==> src/inc/ive_pkg.sv <==
// package: constants and types for the interrupt vector entry logic
package ive_pkg;
  // vector entry address arithmetic
  localparam int unsigned PRIO_SHIFT = 5;
  localparam int unsigned ENTRY_WORDS = 8;
  localparam int unsigned PRIO_WIDTH = 8;
  localparam int unsigned ADDR_WIDTH = 32;
  localparam int unsigned TABLE_ENTRIES = 256;
  // base register layout
  localparam logic [31:0] VTB_RESET = 32'h0000_0000;
  localparam logic [31:0] VTB_WRITE_MASK = 32'hffff_fffe;
  localparam logic [31:0] VTB_OVERLAP_MASK = 32'h0000_0380;
  localparam logic [7:0] PRIO_NONE = 8'h00;
  localparam logic [7:0] CUR_PRIO_RESET = 8'h00;
  localparam logic IE_RESET = 1'b0;
  // entry sequencer states
  typedef enum logic [1:0] {
    IVE_IDLE,
    IVE_LOAD,
    IVE_RUN
  } ive_state_type;
endpackage

==> src/design/ive_addr_calc.sv <==
// vector entry address former: priority shifted and ored with base
`timescale 1ns/1ns
module ive_addr_calc (
  input wire logic [7:0] prio,
  input wire logic [31:0] base,
  output logic [31:0] entry_addr
);
  // priority widened before the shift so no bits are lost
  logic [31:0] prio_wide;
  assign prio_wide = {24'h000000, prio};
  assign entry_addr = base | (prio_wide << ive_pkg::PRIO_SHIFT);
endmodule

==> src/design/ive_core.sv <==
// interrupt entry and exit logic with vector table base register
`timescale 1ns/1ns
module ive_core (
  input wire logic clk,
  input wire logic rst_n,
  // pending request from the interrupt control unit
  input wire logic [7:0] pending_priority_number,
  // move_to_core_reg write of the base register
  input wire logic vtb_wr,
  input wire logic [31:0] vtb_wdata,
  input wire logic init_end_protect,
  // software writes of the interrupt_control_word fields
  input wire logic icw_wr,
  input wire logic icw_ie,
  input wire logic [7:0] icw_priority,
  // return_from_exception executed this cycle
  input wire logic return_from_exception,
  // pipeline may redirect now
  input wire logic pc_ready,
  output logic take_irq,
  output logic pc_load,
  output logic [31:0] pc_target,
  output logic [31:0] vector_table_base,
  output logic global_irq_enable,
  output logic [7:0] current_cpu_priority,
  output logic [7:0] saved_cpu_priority,
  output logic saved_irq_enable,
  output logic [7:0] serviced_priority,
  output logic base_overlap_warn
);
  //////////////////////////////////////////////////////////////////////
  // state and wires
  ive_pkg::ive_state_type state; // entry sequencer
  ive_pkg::ive_state_type next_state; // its next value
  logic [31:0] entry_addr; // combinational entry address
  logic [31:0] held_addr; // address stable across pc load
  logic accept; // request wins this cycle

  //////////////////////////////////////////////////////////////////////
  // acceptance
  // strictly above current priority
  // priority zero refused outright, whatever the current priority
  assign accept = (state == ive_pkg::IVE_IDLE) && global_irq_enable &&
                  (pending_priority_number != ive_pkg::PRIO_NONE) &&
                  (pending_priority_number > current_cpu_priority);
  assign take_irq = accept;

  // address formed in the accept cycle
  ive_addr_calc u_calc (
    .prio(pending_priority_number),
    .base(vector_table_base),
    .entry_addr(entry_addr)
  );

  //////////////////////////////////////////////////////////////////////
  // base register
  // zero after reset; guarded by init protect
  always_ff @(posedge clk or negedge rst_n) begin
    if (!rst_n) begin
      vector_table_base <= ive_pkg::VTB_RESET;
    end else if (vtb_wr && !init_end_protect) begin
      vector_table_base <= vtb_wdata & ive_pkg::VTB_WRITE_MASK;
    end
  end
  // overlap of base bits 9:7 with shifted priority, for software visibility
  assign base_overlap_warn =
    |(vector_table_base & ive_pkg::VTB_OVERLAP_MASK);

  //////////////////////////////////////////////////////////////////////
  // sequencer: idle, load pc, back to idle
  always_comb begin
    next_state = state;
    case (state)
      ive_pkg::IVE_IDLE: begin
        if (accept) begin
          next_state = ive_pkg::IVE_LOAD;
        end
      end
      ive_pkg::IVE_LOAD: begin
        // hold until the pipeline takes the redirect
        if (pc_ready) begin
          next_state = ive_pkg::IVE_IDLE;
        end
      end
      default: begin
        next_state = ive_pkg::IVE_IDLE;
      end
    endcase
  end

  always_ff @(posedge clk or negedge rst_n) begin
    if (!rst_n) begin
      state <= ive_pkg::IVE_IDLE;
    end else begin
      state <= next_state;
    end
  end

  //////////////////////////////////////////////////////////////////////
  // captured priority and address
  // registered so the target is stable during the load
  always_ff @(posedge clk or negedge rst_n) begin
    if (!rst_n) begin
      serviced_priority <= ive_pkg::PRIO_NONE;
      held_addr <= ive_pkg::VTB_RESET;
    end else if (accept) begin
      serviced_priority <= pending_priority_number;
      held_addr <= entry_addr;
    end
  end

  // redirect fetch to the vector entry
  assign pc_load = (state == ive_pkg::IVE_LOAD);
  // slots of eight words ascending with priority
  assign pc_target = held_addr;

  //////////////////////////////////////////////////////////////////////
  // live enable and priority
  // entry beats software writes; return beats software writes
  always_ff @(posedge clk or negedge rst_n) begin
    if (!rst_n) begin
      global_irq_enable <= ive_pkg::IE_RESET;
      current_cpu_priority <= ive_pkg::CUR_PRIO_RESET;
    end else if (accept) begin
      global_irq_enable <= 1'b0;
      current_cpu_priority <= pending_priority_number;
    end else if (return_from_exception) begin
      global_irq_enable <= saved_irq_enable;
      current_cpu_priority <= saved_cpu_priority;
    end else if (icw_wr) begin
      global_irq_enable <= icw_ie;
      current_cpu_priority <= icw_priority;
    end
  end

  //////////////////////////////////////////////////////////////////////
  // previous context fields
  // saved only on the accept edge, as entry changes the live fields, from their old values
  always_ff @(posedge clk or negedge rst_n) begin
    if (!rst_n) begin
      saved_irq_enable <= ive_pkg::IE_RESET;
      saved_cpu_priority <= ive_pkg::CUR_PRIO_RESET;
    end else if (accept) begin
      saved_irq_enable <= global_irq_enable;
      saved_cpu_priority <= current_cpu_priority;
    end
  end

  //////////////////////////////////////////////////////////////////////
  // assertions
  a_entry_addr_form: assert property (
    @(posedge clk) disable iff (!rst_n)
    accept |-> entry_addr == (vector_table_base |
      {19'h00000, pending_priority_number, 5'h00}))
    else $error("entry address mismatch");

  a_pc_load_next: assert property (
    @(posedge clk) disable iff (!rst_n)
    accept |=> pc_load && pc_target == $past(entry_addr))
    else $error("pc load missing after accept");

  a_slot_spacing: assert property (
    @(posedge clk) disable iff (!rst_n)
    accept |=> pc_target[4:0] == $past(vector_table_base[4:0]))
    else $error("entry not on eight word slot");

  a_prio_zero_never: assert property (
    @(posedge clk) disable iff (!rst_n)
    pending_priority_number == 8'h00 |-> !take_irq)
    else $error("priority zero taken");

  a_base_bit_zero: assert property (
    @(posedge clk) disable iff (!rst_n)
    !vector_table_base[0])
    else $error("base bit zero set");

  a_base_protect: assert property (
    @(posedge clk) disable iff (!rst_n)
    (vtb_wr && init_end_protect) |=> $stable(vector_table_base))
    else $error("protected base changed");

  a_entry_state: assert property (
    @(posedge clk) disable iff (!rst_n)
    accept |=> !global_irq_enable &&
      current_cpu_priority == $past(pending_priority_number))
    else $error("entry did not update priority or enable");

  a_accept_gate: assert property (
    @(posedge clk) disable iff (!rst_n)
    take_irq |-> global_irq_enable &&
      pending_priority_number > current_cpu_priority)
    else $error("request accepted at or below current");

  a_return_restore: assert property (
    @(posedge clk) disable iff (!rst_n)
    (return_from_exception && !accept) |=>
      current_cpu_priority == $past(saved_cpu_priority) &&
      global_irq_enable == $past(saved_irq_enable))
    else $error("return did not restore context");

  a_ctx_save: assert property (
    @(posedge clk) disable iff (!rst_n)
    accept |=> saved_cpu_priority == $past(current_cpu_priority) &&
      saved_irq_enable == $past(global_irq_enable))
    else $error("context not saved on entry");

  a_target_stable: assert property (
    @(posedge clk) disable iff (!rst_n)
    (pc_load && !pc_ready) |=> $stable(pc_target))
    else $error("target moved during load");

  c_take: cover property (@(posedge clk) disable iff (!rst_n)
    accept ##1 pc_load ##[1:4] !pc_load);
  c_return: cover property (@(posedge clk) disable iff (!rst_n)
    return_from_exception);
  c_block: cover property (@(posedge clk) disable iff (!rst_n)
    global_irq_enable && pending_priority_number != 8'h00 &&
    pending_priority_number <= current_cpu_priority);
  c_base_wr: cover property (@(posedge clk) disable iff (!rst_n)
    vtb_wr && !init_end_protect);
endmodule

==> config.mk <==
export PLATFORM = sky130hd
export DESIGN_NAME = ive_core
export DESIGN_NICKNAME = d
export VERILOG_FILES = /design/src/inc/ive_pkg.sv /design/src/design/ive_addr_calc.sv /design/src/design/ive_core.sv
export SDC_FILE = /design/constraint.sdc
export NUM_CORES = 1
export LEC_CHECK = 0
export BUFFER_PORTS_ARGS = -buffer_cell sky130_fd_sc_hd__buf_2
export CAP_MARGIN = 5
export CORE_MARGIN = 4
export CORE_UTILIZATION = 53
export CTS_CLUSTER_SIZE = 24
export DETAILED_ROUTE_END_ITERATION = 10
export PLACE_DENSITY = 0.94
export SYNTH_ARGS = -nofsm -noshare
export SYNTH_HDL_FRONTEND = slang
export SYNTH_SLANG_ARGS = --single-unit
==> constraint.sdc <==
create_clock -name clk -period 4.86 [get_ports clk]
set_input_delay 0.729 -clock clk [delete_from_list [all_inputs] [get_ports clk]]
set_output_delay 0.729 -clock clk [all_outputs]
set_load 0.1 [all_outputs]
* After elaboration in Yosys (flattened, before gate mapping)
Index checks and enable logic that the tools add are counted.
Widths: inputs -> output; s select.
** Word-level totals
- Bits in registers :: 91
- Bits in latches :: 0
- RAM bits :: 0
- Memory bits (read-only) :: 0
- Input port bits :: 56
- Word-level logic and storage cells :: 32
- Memories kept :: 0
** Operators by class
- Add/sub/neg operators :: 0
- Multiply operators :: 0
- Divide/modulo/power cells :: 0
- Order comparisons :: 1
- Eq/ne operators :: 3
- Shift operators :: 0
- Multiplexer cells :: 9
- Bitwise gates (word level) :: 1
- Reduce and logical (&&, ||, !) cells :: 10
** Operators by type and width (count)
- $or 32x13->32 :: 1
- $mux 8 :: 3
- $gt 8x8->1 :: 1
- $reduce_bool 8->1 :: 1
- $logic_and 1x1->1 :: 4
- $mux 2 :: 2
- $ne 2x2->1 const B :: 2
- $pmux 2 s2 :: 1
- $mux 1 :: 3
- $reduce_bool 3->1 :: 1
- $reduce_or 3->1 :: 1
- $eq 2x1->1 const B :: 1
- $logic_not 2->1 :: 1
- $reduce_and 2->1 :: 1
- $logic_not 1->1 :: 1

* Longest topological paths before layout
Gate-level depths: netlist of the first run.
- Depth after elaboration :: 6
- Mapped depth :: 10
- Gate-level depth less buffers :: 8

* Cells and area by module
Synthesis of the first run repeated with hierarchy kept, for this count alone.
** Second synthesis, totals
- Cells, all modules :: 286
- Area total of the unflattened synthesis :: 4093.9 µm²
** By module, submodules not included
- ive_core :: times used 1, cells an instance 254, area each 3863.7 µm²
- ive_addr_calc :: times used 1, cells an instance 32, area each 230.2 µm²

* Worst setup path after synthesis of the first run
No wires, ideal clock.
- Path kind :: register -> output
- Start point :: register current_cpu_priority[1]
- End point :: output port take_irq
- Arrival :: 2.287 ns
- Required time :: 4.131 ns
- Setup slack :: 1.844 ns
- Stages on the path, launching flop included :: 10
- Cells stage by stage :: dfrtp_1 -> inv_1 -> ha_1 -> nor2b_1 -> o211ai_1 -> a21oi_1 -> o21ai_2 -> inv_2 -> buf_6 -> buf_6
** Between the ends
- Word-level cells in the longest chain between the ends :: 2
** RTL lines
- start: declaration :: line ive_core.sv:25 : output logic [7:0] current_cpu_priority,
- start signal: assignment :: line ive_core.sv:123 : current_cpu_priority <= ive_pkg::CUR_PRIO_RESET;
- start signal: assignment :: line ive_core.sv:126 : current_cpu_priority <= pending_priority_number;
- start signal: assignment :: line ive_core.sv:129 : current_cpu_priority <= saved_cpu_priority;
- $gt 8x8->1 :: line ive_core.sv:45 : (pending_priority_number > current_cpu_priority);
- $logic_and 1x1->1 :: line ive_core.sv:44 : (pending_priority_number != ive_pkg::PRIO_NONE) &&
- end: declaration :: line ive_core.sv:20 : output logic take_irq,
Every way passes these cells.

* Worst setup path after layout of the first run
- Start point :: input port pending_priority_number[1]
- End point :: output port take_irq
** Between the ends
- Word-level cells in the longest chain between the ends :: 3
** RTL lines
- start: declaration :: line ive_core.sv:7 : input wire logic [7:0] pending_priority_number,
- parallel branches: the longest is 2 deep, another holds $gt 8x8->1
- $logic_and 1x1->1 * :: line ive_core.sv:44
Every way passes the cells marked *.

==> results of run 1 <==
## Yosys cell counts, types with 2 or more instances
library cell,instances,area share
sky130_fd_sc_hd__buf_6,3,0.0086
sky130_fd_sc_hd__nor2_1,11,0.010
sky130_fd_sc_hd__inv_1,17,0.016
sky130_fd_sc_hd__nand4_1,2,0.0032
sky130_fd_sc_hd__clkbuf_1,5,0.0048
sky130_fd_sc_hd__a21oi_1,4,0.0051
sky130_fd_sc_hd__buf_4,28,0.053
sky130_fd_sc_hd__nor4_1,2,0.0032
sky130_fd_sc_hd__mux2_2,76,0.22
sky130_fd_sc_hd__nor2b_1,2,0.0032
sky130_fd_sc_hd__o21ai_0,9,0.011
sky130_fd_sc_hd__nand2_1,8,0.0076
sky130_fd_sc_hd__dfrtp_1,89,0.56
sky130_fd_sc_hd__ha_1,8,0.025
sky130_fd_sc_hd__mux2i_1,18,0.046
## routing by layer
layer,GRT usage,share of wire
met1,0.238,0.42
met2,0.331,0.50
met3,0.0369,0.072
met4,0.0686,0.0077
met5,0,0
## state kept, by name (all words and copies together) (netlist names)
| register | flops |
|---|---|
| current_cpu_priority | 8 |
| serviced_priority | 8 |
| saved_irq_enable | 1 |
| state | 1 |
| vector_table_base | 31 |
| pc_target | 31 |
| saved_cpu_priority | 8 |
| global_irq_enable | 1 |
## critical path: cells and delay by family
kind	cells	cell delay [ps]
AOI/OAI and AO/OA	3	430
and+or+nand+nor	1	170
buffers and inverters	3	610
adders and majority gates	1	310
## cells by family after synthesis
family | share of synthesized area
AO/OA/AOI/OAI | 0.0273
AND/OR/NAND/NOR | 0.0308
buffers and inverters | 0.0850
multiplexers | 0.266
other | 0.000951
flip-flops | 0.565
adder cells (fa/ha/maj) | 0.0254
## cell usage in the layout (no fill, tap or decap), types with 4 or more instances in the layout
master and count:
sky130_fd_sc_hd__o21ai_0 9, sky130_fd_sc_hd__nand2_1 8, sky130_fd_sc_hd__clkbuf_8 10, sky130_fd_sc_hd__ha_1 8, sky130_fd_sc_hd__inv_1 17, sky130_fd_sc_hd__buf_2 144, sky130_fd_sc_hd__dfrtp_1 89, sky130_fd_sc_hd__mux2_2 76
sky130_fd_sc_hd__a21oi_1 4, sky130_fd_sc_hd__mux2i_1 18, sky130_fd_sc_hd__buf_4 4, sky130_fd_sc_hd__nor2_1 11
## worst paths after layout
| check | from | endpoint | slack (ps) | depth (start not counted) |
|---|---|---|---|---|
| max in group asynchronous | rst_n | vector_table_base[31] | 3580 | 1 |
| min in group asynchronous | rst_n | pc_target[4] | 580 | 1 |
| hold reg to reg | pc_target[21] | pc_target[21] | 500 | 1 |
| setup reg to reg | current_cpu_priority[1] | pc_target[14] | 2520 | 9 |
| hold / removal | pc_target[21] | pc_target[21] | 500 | 1 |
| setup / recovery | pending_priority_number[1] | take_irq | 1860 | 8 |
## stage by stage
step	instance area (um^2)	setup slack, ps	std cells	hold WS [ps]	util
after floorplan	3950	1840	294	433	-
after global placement	4560	1950	504	464	0.629
after detailed placement	4560	1870	504	476	0.629
after CTS	4740	1870	520	496	0.653
after global routing	4740	1780	520	514	0.653
final	4740	1860	520	495	0.653
## area by class of cell
class,instances,area share
timing repair buffer,148,0.158
clock buffer,12,0.0306
multi-input combinational,150,0.294
clock inverter,4,0.00608
sequential,89,0.470
tap,99,0.0261
inverter,18,0.0143
==> results.toml, run 1 <==
[timing]
post-route-min-period_ps = 3000
maxSlewHeadroom = 0.278
max_freq_mhz = 334
final_max_slew_viol_count = 0
setup-tns-final_ps = 0
tightestPinTransition_ps = 1080
final_min_period_over_clock_period = 0.616
final.setup_skew_ps = 13.0
grt_setup_unrepaired = "no"
finalHoldViolCount = 0
final-setup-viol-count = 0

[floorplan]
design.core.area_mm2 = 0.00725
pin_count = 149
floorplan.rows = 31
floorplan.die.height_um = 94.3
design.die.area_mm2 = 0.00888
initial_utilization = 0.544
die_x_um = 94.3

[worst_setup_path]
path_cells = "buf_2 -> ha_1 -> nor2b_1 -> o211ai_1 -> a21oi_1 -> o21ai_4 -> inv_2 -> buf_2"
cp_slowest_stage_delay_ps = 410
cp_data_required_time_ps = 4130
worst-setup-path-type = "in2out"
critical_path.most_common_cell = "sky130_fd_sc_hd__buf_2"
critical_path_peak_fanout = 5
setup.worst_path.start_class = "input pin"
endpoint_kind = "output port"
critPathArrivalTime_ps = 2270
slowest_library_cell_on_the_worst_path = "sky130_fd_sc_hd__buf_2"

[routing]
routed_wire_length_per_instance_um = 16.0
routed_wl_um = 8330
drtPass1Iterations = 4
routed-via-count = 2610
avgViaCountPerCell = 5.02
postRouteAntennaNets = 0
drc = 0
first_iter_violations = 80

[logic_synthesis]
post_synth.cell_area_avg_um2 = 13.5
synth-warning-count = 0
post_synth_num_cell_types = 26
post_synth_instance_area_mm2 = 0.00394
synth_sequential_area_ratio = 0.565
synthesis.instances = 293
synth-async-reset-ratio = 1.00
synth_seq_cells = 89
synth_ff_type = "sky130_fd_sc_hd__dfrtp_1"
synth_enable_flop_cells = 0

[layout]
syn_to_final_growth_pct = 20.2
fillCellCount = 545
post_route_cells_drive_above_1_share = 0.572
sequential_standard_cell_area_mm2 = 0.00223
finalNetCount = 480
area_of_the_multi_input_gates_mm2 = 0.00139
antenna_cells = 0

[clocking]
ctsRootBufferMaster = "sky130_fd_sc_hd__clkbuf_8"
clockBufferDepth = 2
clock_tree_from_tritoncts = "yes"
clock_latency_of_the_later_clocked_register_in_the_worst_skew_pair_ps = 350
post-cts-setup-buffers = 0
cts_inserted_buffers = 9
worst_setup_hold_path_clk_slew_ps = 70
cts.sinks = 89
htreeDepth = 3
post_cts.resized_instances = 0
cts_hold_repair.buffers = 0

[global_route]
grt_antenna_before_repair = 0
grt_overflow = 0
grt_max_degree = 90
grt_first_pass_wirelength_um = 13100
gr-usage-all-layers = 0.191
grt_pass1_vias = 2672

[flow_run]
timing.max_cap.violations = 0

[worst_hold_path]
worstHoldPathType = "reg2reg"

[run_status]
status = "completed"

[placement]
routability_cong = 0.791
detailed_place_hpwl_um = 6090
port_buffers = 145
Power of run 1 is not shown: default switching activity piles up to over one toggle a cycle in this logic, so the estimate is an artifact.
==> run 2: changes to the inputs <==
Settings changed: CORE_UTILIZATION 53 to 44, PLACE_DENSITY 0.94 to 0.85.
Clock period 4.86 ns to 2.4 ns, I/O delays scaled along.
==> run 2 against run 1 <==
Compared with the run above:
- utilization is 8.7 points lower
- register-to-register slack worse by 2300 ps
- count of clock-buffer cells in the layout is 1 lower
- critical path type is now reg2out
- critical path depth stayed put
- largest cell class unchanged
==> results.toml, run 2 (synthesis results as in run 1) <==
[floorplan]
initial_utilization = 0.452
floorplan.rows = 34
design.core.area_mm2 = 0.00872
floorplan.die.height_um = 103
pin_count = 149
die_x_um = 103
design.die.area_mm2 = 0.0105

[routing]
drc = 0
drtPass1Iterations = 4
first_iter_violations = 74
avgViaCountPerCell = 4.95
postRouteAntennaNets = 0
routed_wire_length_per_instance_um = 16.6
routed-via-count = 2680
routed_wl_um = 8960

[global_route]
grt_max_degree = 50
grt_antenna_before_repair = 0
grt_overflow = 0
gr-usage-all-layers = 0.174
grt_pass1_vias = 2845
grt_first_pass_wirelength_um = 14000

[clocking]
ctsRootBufferMaster = "sky130_fd_sc_hd__clkbuf_8"
clock_tree_from_tritoncts = "yes"
htreeDepth = 3
cts.sinks = 89
clockBufferDepth = 2
clock_latency_of_the_later_clocked_register_in_the_worst_skew_pair_ps = 350
cts_inserted_buffers = 9
worst_setup_hold_path_clk_slew_ps = 80

[timing]
final.setup_skew_ps = 15.9
final-setup-viol-count = 0
setup-tns-final_ps = 0
tightestPinTransition_ps = 559
final_max_slew_viol_count = 0
post-route-min-period_ps = 2320
finalHoldViolCount = 0
final_min_period_over_clock_period = 0.969
maxSlewHeadroom = 0.627
post-route-worst-setup-slack_ps = 75.5
max_freq_mhz = 430

[layout]
layout.cells.most_common = "sky130_fd_sc_hd__buf_2"
area_of_the_multi_input_gates_mm2 = 0.00141
most-common-layout-cells = "sky130_fd_sc_hd__buf_2 (143), sky130_fd_sc_hd__dfrtp_1 (81), sky130_fd_sc_hd__mux2_2 (76)"
post_route_cells_drive_above_1_share = 0.610
fillCellCount = 730
design_area_mm2 = 0.00494
finalNetCount = 492
sequential_standard_cell_area_mm2 = 0.00224
post-route-util = 0.566
syn_to_final_growth_pct = 25.3
antenna_cells = 0

[worst_setup_path]
timing.rr.end = "pc_target[21]"
critPathArrivalTime_ps = 1960
worst-setup-path-type = "reg2out"
cp_data_required_time_ps = 2040
setup.worst_path.start_class = "flop"
endpoint_kind = "output port"
reg2reg_from = "current_cpu_priority[1]"
timing.critical_path.from = "current_cpu_priority[1]"
critical_path_peak_fanout = 6
reg2reg_slack_ps = 210
worstRegToRegCells = 10

[placement]
placed_area_mm2 = 0.00465
detailed_place_hpwl_um = 6610
port_buffers = 145
routability_cong = 0.834
place_ws_ps = 157

[flow_run]
timing.max_cap.violations = 0

[run_status]
status = "completed"

[worst_hold_path]
min_delay_path_depth = 2
worstHoldPathType = "in2reg"
worstHoldEndpoint = "state[0]"
min_delay_src = "pc_ready"
[run 2: cell count changes in the layout (fill, tap and decap cells not counted), sizes merged]
cell | before | now
bufinv | 0 | 1
buf | 148 | 159
dlygate4sd3 | 0 | 1
inv | 18 | 19
clkbuf | 12 | 11
clkinv | 2 | 1
[run 2: worst max path at each step]
stage / endpoint / depth (start not counted) / slack, ps
CTS: take_irq / 8 / 7
detailed placement: saved_cpu_priority[1] / 8 / 160
global route: take_irq / 8 / -50
floorplan: take_irq / 9 / 40
finish: take_irq / 8 / 80
global placement: current_cpu_priority[7] / 8 / 180
[run 2: area by class of cell]
| cell class | count | share of cell area |
|---|---|---|
| flip-flops and latches | 89 | 0.453 |
| repair buffers | 160 | 0.179 |
| clock inverters | 5 | 0.0127 |
| well taps | 108 | 0.0274 |
| clock buffers | 11 | 0.0286 |
| multi-input cells | 150 | 0.285 |
| inverters | 18 | 0.0142 |
[run 2: metrics by stage]
step / std cells / hold slack, ps
after detailed placement: 517 / 388
after CTS: 534 / 185
after global routing: 541 / 190
after floorplan: 294 / 64.4
after global placement: 517 / 375
final: 541 / 204
[run 2: per-layer routing]
| metal | track usage | part of all wire |
|---|---|---|
| met4 | 0.0575 | 0.014 |
| met5 | 0 | 0 |
| met3 | 0.0670 | 0.10 |
| met1 | 0.213 | 0.40 |
| met2 | 0.284 | 0.48 |
[run 2: what timing repair did]
| item | 4_1_cts | 5_1_grt |
|---|---|---|
| hold buffers | 1 | 0 |
| buffers inserted | 0 | 7 |
| pin swaps | 1 | 3 |
| gates resized for setup | 0 | 4 |
| hold endpoints to repair | 5 | 0 |
| endpoints found under the setup margin | 1 | 1 |
[run 2: critical path: stages (launching register included)]
cell,delay (ps)
sky130_fd_sc_hd__dfrtp_2,430
sky130_fd_sc_hd__inv_2,70
sky130_fd_sc_hd__ha_4,190
sky130_fd_sc_hd__nor2b_1,120
sky130_fd_sc_hd__o211ai_1,210
sky130_fd_sc_hd__a21oi_2,110
sky130_fd_sc_hd__o21ai_4,250
sky130_fd_sc_hd__inv_4,70
sky130_fd_sc_hd__buf_12,170
Power of run 2 is left out for the same reason.
